==> config.mk <==
export PLATFORM = sky130hd
export DESIGN_NAME = iaoc_top
export DESIGN_NICKNAME = d
export VERILOG_FILES = /design/src/iaoc_pkg.sv /design/src/iaoc_cond.sv /design/src/iaoc_sync.sv /design/src/iaoc_top.sv
export SDC_FILE = /design/constraint.sdc
export NUM_CORES = 1
export LEC_CHECK = 0
export ABC_AREA = 1
export BUFFER_PORTS_ARGS = -buffer_cell sky130_fd_sc_hd__buf_2
export CORE_ASPECT_RATIO = 0.75
export CORE_UTILIZATION = 41
export DETAILED_ROUTE_END_ITERATION = 16
export PLACE_DENSITY = 0.66
export SLEW_MARGIN = 40
export SYNTH_ARGS = -nofsm -noshare
export SYNTH_HDL_FRONTEND = slang
export SYNTH_HIERARCHICAL = 1
export SYNTH_SLANG_ARGS = --single-unit
==> constraint.sdc <==
create_clock -name clock -period 2.1 [get_ports clock]
set_input_delay 0 -clock clock [delete_from_list [all_inputs] [get_ports clock]]
set_output_delay 0 -clock clock [all_outputs]
set_load 0.01 [all_outputs]
==> src/iaoc_pkg.sv <==
/*
 iaoc_pkg: shared constants and types of the interlocked auxiliary output controller:
 register offsets, configuration and status layouts, reset values, interlock selector
 codes, gear coding and the channel state encoding.
 Assumes: included before every other file of the block; no other package is needed.
*/
package iaoc_pkg;

	// channel count and bus geometry
	localparam int NUM_CH = 2;
	localparam int ADDR_W = 12;
	localparam int DATA_W = 32;

	// register byte offsets
	localparam logic [11:0] OFF_CFG0 = 12'h000;
	localparam logic [11:0] OFF_LIM0 = 12'h004;
	localparam logic [11:0] OFF_CFG1 = 12'h008;
	localparam logic [11:0] OFF_LIM1 = 12'h00C;
	localparam logic [11:0] OFF_STATUS = 12'h010;
	localparam logic [11:0] OFF_INPUTS = 12'h014;
	localparam logic [11:0] CH_STRIDE = 12'h008;

	// per-channel configuration word
	typedef struct packed {
		logic [7:0] gearThr;
		logic [7:0] speedThr;
		logic [1:0] shedPri;
		logic latchEn;
		logic [4:0] condSel;
	} iaoc_cfg_t;

	localparam int CFG_W = 24;
	localparam int LIMIT_W = 8;
	localparam int MEAS_W = 8;

	// defaults: neutral gear, 30 mph, shed level 1, no latch, selector 10
	localparam iaoc_cfg_t CFG_RESET = '{gearThr: 8'h7D, speedThr: 8'h1E, shedPri: 2'h1,
		latchEn: 1'b0, condSel: 5'h0A};
	// current limit in tenths of an ampere, 20.0 A
	localparam logic [7:0] LIMIT_RESET = 8'hC8;

	// vehicle state as seen after synchronisation
	typedef struct packed {
		logic parkBrake;
		logic doorOpen;
		logic powerTakeoffEngaged;
		logic engineRunning;
		logic [7:0] speed;
		logic [7:0] gear;
	} iaoc_vehicle_t;

	localparam int VEH_W = 20;

	// per-channel status byte
	typedef struct packed {
		logic [2:0] spare;
		logic switchOn;
		logic condOk;
		logic fused;
		logic latched;
		logic on;
	} iaoc_status_t;

	// interlock selector codes
	localparam logic [4:0] COND_NONE = 5'h00;
	localparam logic [4:0] COND_BRAKE_SET = 5'h01;
	localparam logic [4:0] COND_BRAKE_OFF = 5'h02;
	localparam logic [4:0] COND_DOOR_OPEN = 5'h03;
	localparam logic [4:0] COND_DOORS_SHUT = 5'h04;
	localparam logic [4:0] COND_PTO_ON = 5'h05;
	localparam logic [4:0] COND_PTO_OFF = 5'h06;
	localparam logic [4:0] COND_ENG_RUN = 5'h07;
	localparam logic [4:0] COND_ENG_STOP = 5'h08;
	localparam logic [4:0] COND_SPEED_ABOVE = 5'h09;
	localparam logic [4:0] COND_SPEED_BELOW = 5'h0A;
	localparam logic [4:0] COND_STOPPED = 5'h0B;
	localparam logic [4:0] COND_MOVING = 5'h0C;
	localparam logic [4:0] COND_GEAR_ABOVE = 5'h0D;
	localparam logic [4:0] COND_GEAR_BELOW = 5'h0E;
	localparam logic [4:0] COND_NEUTRAL = 5'h0F;
	localparam logic [4:0] COND_NOT_NEUTRAL = 5'h10;

	// gear coding: neutral, forward above, reverse below
	localparam logic [7:0] GEAR_NEUTRAL = 8'h7D;
	localparam logic [7:0] GEAR_FIRST_FWD = 8'h7E;
	localparam logic [7:0] SPEED_STOPPED = 8'h00;
	localparam logic [1:0] SHED_NONE = 2'h0;

	// channel state, one-hot
	typedef enum logic [3:0] {
		CH_OFF = 4'b0001,
		CH_ON = 4'b0010,
		CH_LATCHED = 4'b0100,
		CH_FUSED = 4'b1000
	} iaoc_state_t;

endpackage : iaoc_pkg

==> src/iaoc_cond.sv <==
/*
 iaoc_cond: evaluates the selected interlock condition of one channel.
 Assumes: vehicle state already synchronised; purely combinational.
*/
`timescale 1ns/1ps
module iaoc_cond (
	// vehicle state and channel settings
	input iaoc_pkg::iaoc_vehicle_t vehicle,
	input wire logic [4:0] condSel,
	input wire logic [7:0] speedThr,
	input wire logic [7:0] gearThr,
	// result
	output logic condOk
);
	import iaoc_pkg::*;

	logic [16:0] condTable;
	wire isStopped = (vehicle.speed == SPEED_STOPPED);
	wire isNeutral = (vehicle.gear == GEAR_NEUTRAL);
	wire selValid = (condSel <= COND_NOT_NEUTRAL);

	// one predicate per selector code
	assign condTable[COND_NONE] = 1'b1;
	assign condTable[COND_BRAKE_SET] = vehicle.parkBrake;
	assign condTable[COND_BRAKE_OFF] = !vehicle.parkBrake;
	assign condTable[COND_DOOR_OPEN] = vehicle.doorOpen;
	assign condTable[COND_DOORS_SHUT] = !vehicle.doorOpen;
	assign condTable[COND_PTO_ON] = vehicle.powerTakeoffEngaged;
	assign condTable[COND_PTO_OFF] = !vehicle.powerTakeoffEngaged;
	assign condTable[COND_ENG_RUN] = vehicle.engineRunning;
	assign condTable[COND_ENG_STOP] = !vehicle.engineRunning;
	assign condTable[COND_SPEED_ABOVE] = vehicle.speed > speedThr;
	assign condTable[COND_SPEED_BELOW] = vehicle.speed < speedThr;
	assign condTable[COND_STOPPED] = isStopped;
	assign condTable[COND_MOVING] = !isStopped;
	assign condTable[COND_GEAR_ABOVE] = vehicle.gear > gearThr;
	assign condTable[COND_GEAR_BELOW] = vehicle.gear < gearThr;
	assign condTable[COND_NEUTRAL] = isNeutral;
	assign condTable[COND_NOT_NEUTRAL] = !isNeutral;

	// unknown selector codes hold the output off
	assign condOk = selValid ? condTable[condSel] : 1'b0;
endmodule : iaoc_cond

==> src/iaoc_sync.sv <==
/*
 iaoc_sync: two-stage synchroniser for a bundle of pin inputs.
 Assumes: each bit is a slowly changing level; multi-bit values are only sampled
 by consumers that tolerate one cycle of skew between bits.
*/
`timescale 1ns/1ps
module iaoc_sync #(
	parameter int W = 1
) (
	// clock and reset
	input wire logic clock,
	input wire logic rst,
	// pin side and clock side
	input wire logic [W-1:0] din,
	output logic [W-1:0] dout
);
	logic [W-1:0] stage1;

	// first stage feeds only the second
	always_ff @(posedge clock) begin
		if (rst) begin
			stage1 <= '0;
			dout <= '0;
		end else begin
			stage1 <= din;
			dout <= stage1;
		end
	end
endmodule : iaoc_sync

==> src/iaoc_top.sv <==
/*
 iaoc_top: two-channel interlocked auxiliary load output controller with an APB
 register slave, pin synchronisers, per-channel state machines and checks.
 Assumes: all vehicle, switch, current and shed inputs come from outside the clock
 domain; the APB master follows the usual setup and access phases.
*/
// Functional notes
// - unlatched drop returns when condition comes back
// - latched drop stays off despite condition
// - latch released only by switch off-on
// - speed threshold used only at 9, 10
// - gear threshold used only at 13, 14
// - gear code 125 neutral, offsets fwd/rev
// - current above limit trips the channel off
// - selector 0 applies no interlock
// - selectors 1, 2 follow park brake
// - selectors 3, 4 follow door state
// - selectors 5, 6 follow power take-off
// - selectors 7, 8 follow engine running
// - selectors 9, 10 compare speed threshold
// - selectors 11, 12 stopped or moving
// - selectors 13, 14 compare gear threshold
// - selectors 15, 16 neutral or not
// - shed level 0 exempt, 1 first, 3 last
// - two fully independent channels
// - outputs only with key permitted
`timescale 1ns/1ps
module iaoc_top (
	// clock and reset
	input wire logic clock,
	input wire logic rst,
	// apb slave
	input wire logic psel,
	input wire logic penable,
	input wire logic pwrite,
	input wire logic [11:0] paddr,
	input wire logic [31:0] pwdata,
	output logic [31:0] prdata,
	output logic pready,
	output logic pslverr,
	// operator and key pins
	input wire logic [iaoc_pkg::NUM_CH-1:0] switchOn,
	input wire logic ignitionKeyOn,
	// vehicle state pins
	input wire logic parkBrake,
	input wire logic doorOpen,
	input wire logic powerTakeoffEngaged,
	input wire logic engineRunning,
	input wire logic [7:0] vehicleSpeed,
	input wire logic [7:0] transmissionGear,
	// measured current per channel, tenths of an ampere
	input wire logic [iaoc_pkg::NUM_CH-1:0][7:0] loadCurrent,
	// load shed request level
	input wire logic [1:0] shedRequest,
	// load driver
	output logic [iaoc_pkg::NUM_CH-1:0] loadOn
);
	import iaoc_pkg::*;

	localparam int PIN_W = NUM_CH + 1 + VEH_W + 2 + NUM_CH * MEAS_W;

	logic [PIN_W-1:0] pinRaw;
	logic [PIN_W-1:0] pinSync;
	logic [NUM_CH-1:0] swSync;
	logic keySync;
	iaoc_vehicle_t vehSync;
	logic [1:0] shedSync;
	logic [NUM_CH-1:0][7:0] currSync;

	iaoc_cfg_t cfgReg [NUM_CH];
	logic [7:0] limitReg [NUM_CH];
	iaoc_state_t chState [NUM_CH];
	iaoc_state_t next_chState [NUM_CH];
	logic [NUM_CH-1:0] condOk;
	logic [NUM_CH-1:0] shedOn;
	logic [NUM_CH-1:0] overLimit;
	logic [NUM_CH-1:0] permit;
	logic [NUM_CH-1:0] allOk;
	iaoc_status_t chStatus [NUM_CH];
	logic [31:0] next_prdata;
	logic next_pslverr;

	// shed applies when level is nonzero and not above the request
	function automatic logic shedHit(input logic [1:0] pri, input logic [1:0] req);
		return (pri != SHED_NONE) && (pri <= req);
	endfunction : shedHit

	// bundle every pin through one synchroniser
	assign pinRaw = {switchOn, ignitionKeyOn, parkBrake, doorOpen, powerTakeoffEngaged,
		engineRunning, vehicleSpeed, transmissionGear, shedRequest, loadCurrent};

	iaoc_sync #(
		.W(PIN_W)
	) u_sync (
		.clock(clock),
		.rst(rst),
		.din(pinRaw),
		.dout(pinSync)
	);

	// unpack synchronised pins
	assign {swSync, keySync, vehSync, shedSync, currSync} = pinSync;

	// apb decode
	wire setupPhase = psel && !penable;
	wire wrAccess = psel && penable && pwrite;
	wire hitCfg0 = (paddr == OFF_CFG0);
	wire hitLim0 = (paddr == OFF_LIM0);
	wire hitCfg1 = (paddr == OFF_CFG1);
	wire hitLim1 = (paddr == OFF_LIM1);
	wire hitStatus = (paddr == OFF_STATUS);
	wire hitInputs = (paddr == OFF_INPUTS);
	wire hitAny = hitCfg0 || hitLim0 || hitCfg1 || hitLim1 || hitStatus || hitInputs;
	wire [31:0] statusWord = 32'({chStatus[1], chStatus[0]});
	wire [31:0] inputsWord = 32'({shedSync, keySync, vehSync});

	// zero wait states
	assign pready = 1'b1;

	// read mux, evaluated in the setup phase
	always_comb begin
		next_prdata = '0;
		if (hitCfg0) begin
			next_prdata = 32'(cfgReg[0]);
		end else if (hitLim0) begin
			next_prdata = 32'(limitReg[0]);
		end else if (hitCfg1) begin
			next_prdata = 32'(cfgReg[1]);
		end else if (hitLim1) begin
			next_prdata = 32'(limitReg[1]);
		end else if (hitStatus) begin
			next_prdata = statusWord;
		end else if (hitInputs) begin
			next_prdata = inputsWord;
		end
		next_pslverr = !hitAny;
	end

	// read data and error are held for the access phase
	always_ff @(posedge clock) begin
		if (rst) begin
			prdata <= '0;
			pslverr <= 1'b0;
		end else if (setupPhase) begin
			prdata <= pwrite ? '0 : next_prdata;
			pslverr <= next_pslverr;
		end
	end

	// per-channel logic, no shared state between channels
	genvar ch;
	generate
		for (ch = 0; ch < NUM_CH; ch++) begin : g_ch
			wire hitCfg = (paddr == 12'(OFF_CFG0 + CH_STRIDE * ch));
			wire hitLim = (paddr == 12'(OFF_LIM0 + CH_STRIDE * ch));
			wire swOn = swSync[ch];

			// configuration registers
			always_ff @(posedge clock) begin
				if (rst) begin
					cfgReg[ch] <= CFG_RESET;
					limitReg[ch] <= LIMIT_RESET;
				end else if (wrAccess && hitCfg) begin
					cfgReg[ch] <= iaoc_cfg_t'(pwdata[CFG_W-1:0]);
				end else if (wrAccess && hitLim) begin
					limitReg[ch] <= pwdata[LIMIT_W-1:0];
				end
			end

			iaoc_cond u_cond (
				.vehicle(vehSync),
				.condSel(cfgReg[ch].condSel),
				.speedThr(cfgReg[ch].speedThr),
				.gearThr(cfgReg[ch].gearThr),
				.condOk(condOk[ch])
			);

			// permits that do not depend on the interlock, then allOk that adds the interlock
			assign shedOn[ch] = shedHit(cfgReg[ch].shedPri, shedSync);
			assign overLimit[ch] = currSync[ch] > limitReg[ch];
			assign permit[ch] = swOn && keySync && !shedOn[ch] && !overLimit[ch];
			assign allOk[ch] = permit[ch] && condOk[ch];

			// channel state machine
			always_comb begin
				next_chState[ch] = chState[ch];
				case (chState[ch])
					CH_OFF: begin
						if (allOk[ch]) begin
							next_chState[ch] = CH_ON;
						end
					end
					CH_ON: begin
						if (!swOn || !keySync || shedOn[ch]) begin
							next_chState[ch] = CH_OFF;
						end else if (overLimit[ch]) begin
							next_chState[ch] = CH_FUSED;
						end else if (!condOk[ch]) begin
							next_chState[ch] = cfgReg[ch].latchEn ? CH_LATCHED : CH_OFF;
						end
					end
					CH_LATCHED: begin
						if (!swOn) begin
							next_chState[ch] = CH_OFF;
						end
					end
					CH_FUSED: begin
						if (!swOn) begin
							next_chState[ch] = CH_OFF;
						end
					end
					default: begin
						next_chState[ch] = CH_OFF;
					end
				endcase
			end

			// state register
			always_ff @(posedge clock) begin
				if (rst) begin
					chState[ch] <= CH_OFF;
				end else begin
					chState[ch] <= next_chState[ch];
				end
			end

			// output straight from the state register, status from state, switch and interlock
			assign loadOn[ch] = (chState[ch] == CH_ON);
			assign chStatus[ch] = '{spare: 3'h0, switchOn: swOn, condOk: condOk[ch],
				fused: chState[ch] == CH_FUSED, latched: chState[ch] == CH_LATCHED,
				on: loadOn[ch]};

			// checks
			wire [4:0] sel = cfgReg[ch].condSel;

		end
	endgenerate
endmodule : iaoc_top

==> flow_summary.rst <==
.. list-table::
   :header-rows: 1

   * - Metric
     - Value
   * - Reg-to-reg critical path endpoint
     - chState[0][1]$_SDFFE_PP0P_
   * - Total detailed-routing wirelength
     - 25.1 mm
   * - Worst IR Drop VDD
     - 0.000504 V
   * - Gate count of the mapped netlist
     - 1204
   * - P_leak
     - 5.81 nW
   * - Count of pins on the block boundary
     - 126
   * - Antenna cell count
     - 0
   * - Count of distinct cell types in the synthesized netlist
     - 36
   * - Accumulated negative setup slack
     - -1550 ps
   * - Slew at the pin with the worst max-slew slack
     - 741 ps
   * - Final cycle utilization of the critical path
     - 111%
   * - Path type of the worst setup path
     - register to register
   * - Area overhead of the layout relative to synthesis
     - 28.4%
   * - Post-synth ARST share
     - 0%
   * - DR iter-0 viols
     - 761
   * - Net count, final
     - 1558
   * - Wire length of the first global-routing pass
     - 39.4 mm
   * - Mean instance size in the synthesized netlist
     - 7.62 um2
   * - Number of synthesis warnings
     - 6
   * - Fraction of final layout cells sized beyond drive strength 1
     - 21.8%
   * - Most used cells in the layout excluding fill and tap cells
     - sky130_fd_sc_hd__nand2_1, sky130_fd_sc_hd__inv_1, sky130_fd_sc_hd__nor2_1
   * - Global routing met3 resource utilization
     - 4.34%
   * - Number of CTS-inserted buffers
     - 17
   * - PortBufs
     - 108
   * - Area of the core region
     - 22000 um2
   * - Final number of max-transition violations
     - 0
   * - Shortest period the worst path allows
     - 2330 ps
   * - Critical Path Source Type
     - register
   * - Total power per unit cell area
     - 702 nW/um2
   * - Number of cell rows
     - 47
   * - Max-cap violation count
     - 0
   * - Cell type of the slowest stage on the worst timing path
     - sky130_fd_sc_hd__edfxtp_1
   * - Cell repeated most along the worst path
     - sky130_fd_sc_hd__nand2_1
   * - Most common cell after layout, fill and taps aside
     - sky130_fd_sc_hd__nand2_1
   * - Global-route usage over all layers
     - 22.3%
   * - Kind of end point of the critical path
     - register
   * - Cells on Worst Hold Path
     - 3
   * - Number of global-route vias before repair
     - 7571
   * - Number of DRC violations after detailed routing
     - 0
   * - CP cell instances
     - inv_1 > ha_1 > nand2_2 > inv_1 > nand2_1 > nand2_1 > nand2_1 > nand2_2 > a21oi_2 > nand2_1 > nand3_1 > nand2_1 > nand2_2 > inv_2 > nor2_4 > nand2_2 > nand2_4 > inv_2 > nor2_4 > nor2_1 > nor2_1
   * - Launching point of the worst reg2reg path
     - cfgReg[0][11]$_SDFFCE_PN1P_
   * - Tightest Hold Check Type
     - input pin to register
   * - Busiest grt layer
     - met2
   * - Total count of hold-check failures in the final report
     - 0
   * - Cell area after synthesis
     - 9180 um2
   * - Failing checks
     - negative setup slack
   * - Number of enable flip-flop cells after synthesis
     - 64
   * - Routed via count
     - 8153
   * - Drt first pass iters
     - 5
   * - Grt met2 use
     - 33.4%
   * - Post-Route Skew
     - 11.0 ps
   * - Top delay family on crit path
     - simple AND/OR/NAND/NOR gates
   * - Slowest Stage Delay on Critical Path
     - 400 ps
   * - Clock slew at the register clock pins of the worst setup and hold paths
     - 70 ps
   * - Buffer and inverter count on the worst path
     - 4
   * - Max_slew headroom
     - 50.1%
   * - Seq cells post-synth
     - 179
   * - Max Fanout on Critical Path
     - 4
   * - Worst hold-check slack
     - 14.3 ps
   * - Final-report setup violation count
     - 10
   * - Worst hold path endpoint
     - u_sync/stage1[19]$_SDFF_PP0_
   * - Initial antenna violation count
     - 0
   * - Fmax
     - 430 MHz
   * - Mean number of vias per cell
     - 4.73
   * - Residual antenna-violating net count after detailed routing
     - 0
   * - Aggregate global routing overflow
     - 0
   * - Clock tree buffer depth
     - 2
   * - Floorplan die width
     - 175 um
   * - Worst min-delay path startpoint
     - rst
   * - Worst-skew pair later-pin latency
     - 440 ps
   * - Slack of the worst reg-to-reg path
     - -230 ps
   * - Clock Tree Root
     - sky130_fd_sc_hd__clkbuf_16
   * - Die Area
     - 23000 um2
   * - Initial core utilization
     - 41.7%
   * - Number of cell instances on the worst register-to-register path
     - 21
   * - H-tree depth
     - 4
   * - Largest net degree at the start of global routing
     - 66
   * - Clock Sinks
     - 179
   * - Arrival time at the worst endpoint
     - 2700 ps
   * - Overall die height
     - 132 um
   * - Result of the run
     - finished, violations left
   * - Primary flip-flop cell chosen by synthesis mapping
     - sky130_fd_sc_hd__dfxtp_1
   * - RD Place Congestion
     - 0.932
   * - Cell accounting for the most synthesized area
     - sky130_fd_sc_hd__dfxtp_1
   * - Area contributors post-synth
     - sky130_fd_sc_hd__dfxtp_1, sky130_fd_sc_hd__edfxtp_1, sky130_fd_sc_hd__nand2_1, sky130_fd_sc_hd__inv_1, sky130_fd_sc_hd__nor2_1
   * - CTS tree
     - yes
   * - Post-detail-place hpwl
     - 17.8 mm
   * - Seq/Total Area, Yosys
     - 46.0%
   * - Worst-case setup margin in the final layout
     - -227 ps
   * - Routed WL per cell
     - 14.6 um
   * - Critical path required time
     - 2480 ps
   * - Global Route met1 Usage
     - 32.5%
   * - Yosys top cell area share
     - 25.1%
   * - RSZ-0062 raised after global routing
     - yes
[stage by stage]
step | power [W] | worst slack, ps | instances | util [%] | cell area, um2
2_1_floorplan | 0.00462 | 124 | 1211 | - | 9210
3_3_place_gp | 0.00491 | -178 | 1618 | 46.2 | 10200
3_5_place_dp | 0.00495 | -226 | 1618 | 46.2 | 10200
5_1_grt | 0.00863 | -368 | 1723 | 53.6 | 11800
4_1_cts | 0.00815 | -114 | 1720 | 52.5 | 11500
6_report | 0.00827 | -227 | 1723 | 53.6 | 11800
[routing by layer]
| metal | vias to the layer above | part of all wire, % |
|---|---|---|
| met4 | 0 | 1.3 |
| met2 | 307 | 43 |
| li1 | 4098 | - |
| met5 | - | 0 |
| met1 | 3721 | 47 |
| met3 | 27 | 8.6 |
[sequential cells by signal (all words and copies together), names as in the netlist]
register,flops
u_sync/dout,41
pslverr,1
u_sync/stage1,41
prdata,24
limitReg,16
cfgReg,48
chState,8
[how the worst max path moves through the flow]
stage                                 from                    endpoint  slack (ps)  cells past startpoint
2_1_floorplan  cfgReg[1][23]$_SDFFCE_PN0P_  chState[1][2]$_SDFFE_PP0P_         120                     17
4_1_cts        cfgReg[0][21]$_SDFFCE_PN1P_  chState[0][3]$_SDFFE_PP0P_        -110                     19
3_5_place_dp    u_sync/dout[23]$_SDFF_PP0_  chState[1][2]$_SDFFE_PP0P_        -230                     17
6_report       cfgReg[0][11]$_SDFFCE_PN1P_  chState[0][1]$_SDFFE_PP0P_        -230                     21
5_1_grt        cfgReg[0][22]$_SDFFCE_PN1P_  chState[0][3]$_SDFFE_PP0P_        -370                     19
3_3_place_gp   cfgReg[1][23]$_SDFFCE_PN0P_  chState[1][1]$_SDFFE_PP0P_        -180                     17
[layout make-up]
class,count,area (um2)
Inverter,251,943
Clock buffer,17,425
Sequential cell,179,4230
Tap cell,294,368
Multi-Input combinational cell,738,4020
Timing Repair Buffer,229,1660
Clock inverter,15,143
Fill cell,2083,10200
[cell usage after synthesis (15+ instances only)]
cell type	number
sky130_fd_sc_hd__a21oi_1	50
sky130_fd_sc_hd__buf_4	15
sky130_fd_sc_hd__dfxtp_1	115
sky130_fd_sc_hd__edfxtp_1	64
sky130_fd_sc_hd__ha_1	52
sky130_fd_sc_hd__inv_1	242
sky130_fd_sc_hd__nand2_1	279
sky130_fd_sc_hd__nand3_1	60
sky130_fd_sc_hd__nor2_1	176
sky130_fd_sc_hd__o21ai_0	29
[tightest hold or removal path, cell delays in order]
cell and delay [ps]:
sky130_fd_sc_hd__buf_4 120, sky130_fd_sc_hd__buf_12 180, sky130_fd_sc_hd__nor2_1 120
[cells by family after synthesis]
kind of cell	after synthesis	synth area share [%]
AO/OA/AOI/OAI	104	6.43
adder cells (fa/ha/maj)	52	7.09
buffers and inverters	294	14.0
flip-flops	179	46.0
other	2	0.0818
AND/OR/NAND/NOR	573	26.3
[timing repair]
| action | CTS | global route |
|---|---|---|
| buffers inserted | 3 | 4 |
| cloned | 0 | 0 |
| endpoints found under the setup margin | 10 | 10 |
| pin swaps | 14 | 30 |
| resized for setup | 32 | 54 |
| endpoints found under the hold margin | 102 | 0 |
| hold buffers | 67 | 0 |
[power breakdown]
part	switching (W)	leakage, nW	internal (W)
registers	0.000125	1.58	0.00377
clock network	0.00153	0.279	0.00157
logic	0.000742	3.96	0.000529
total	0.00240	5.81	0.00587
(Power assumes the default switching activity.)
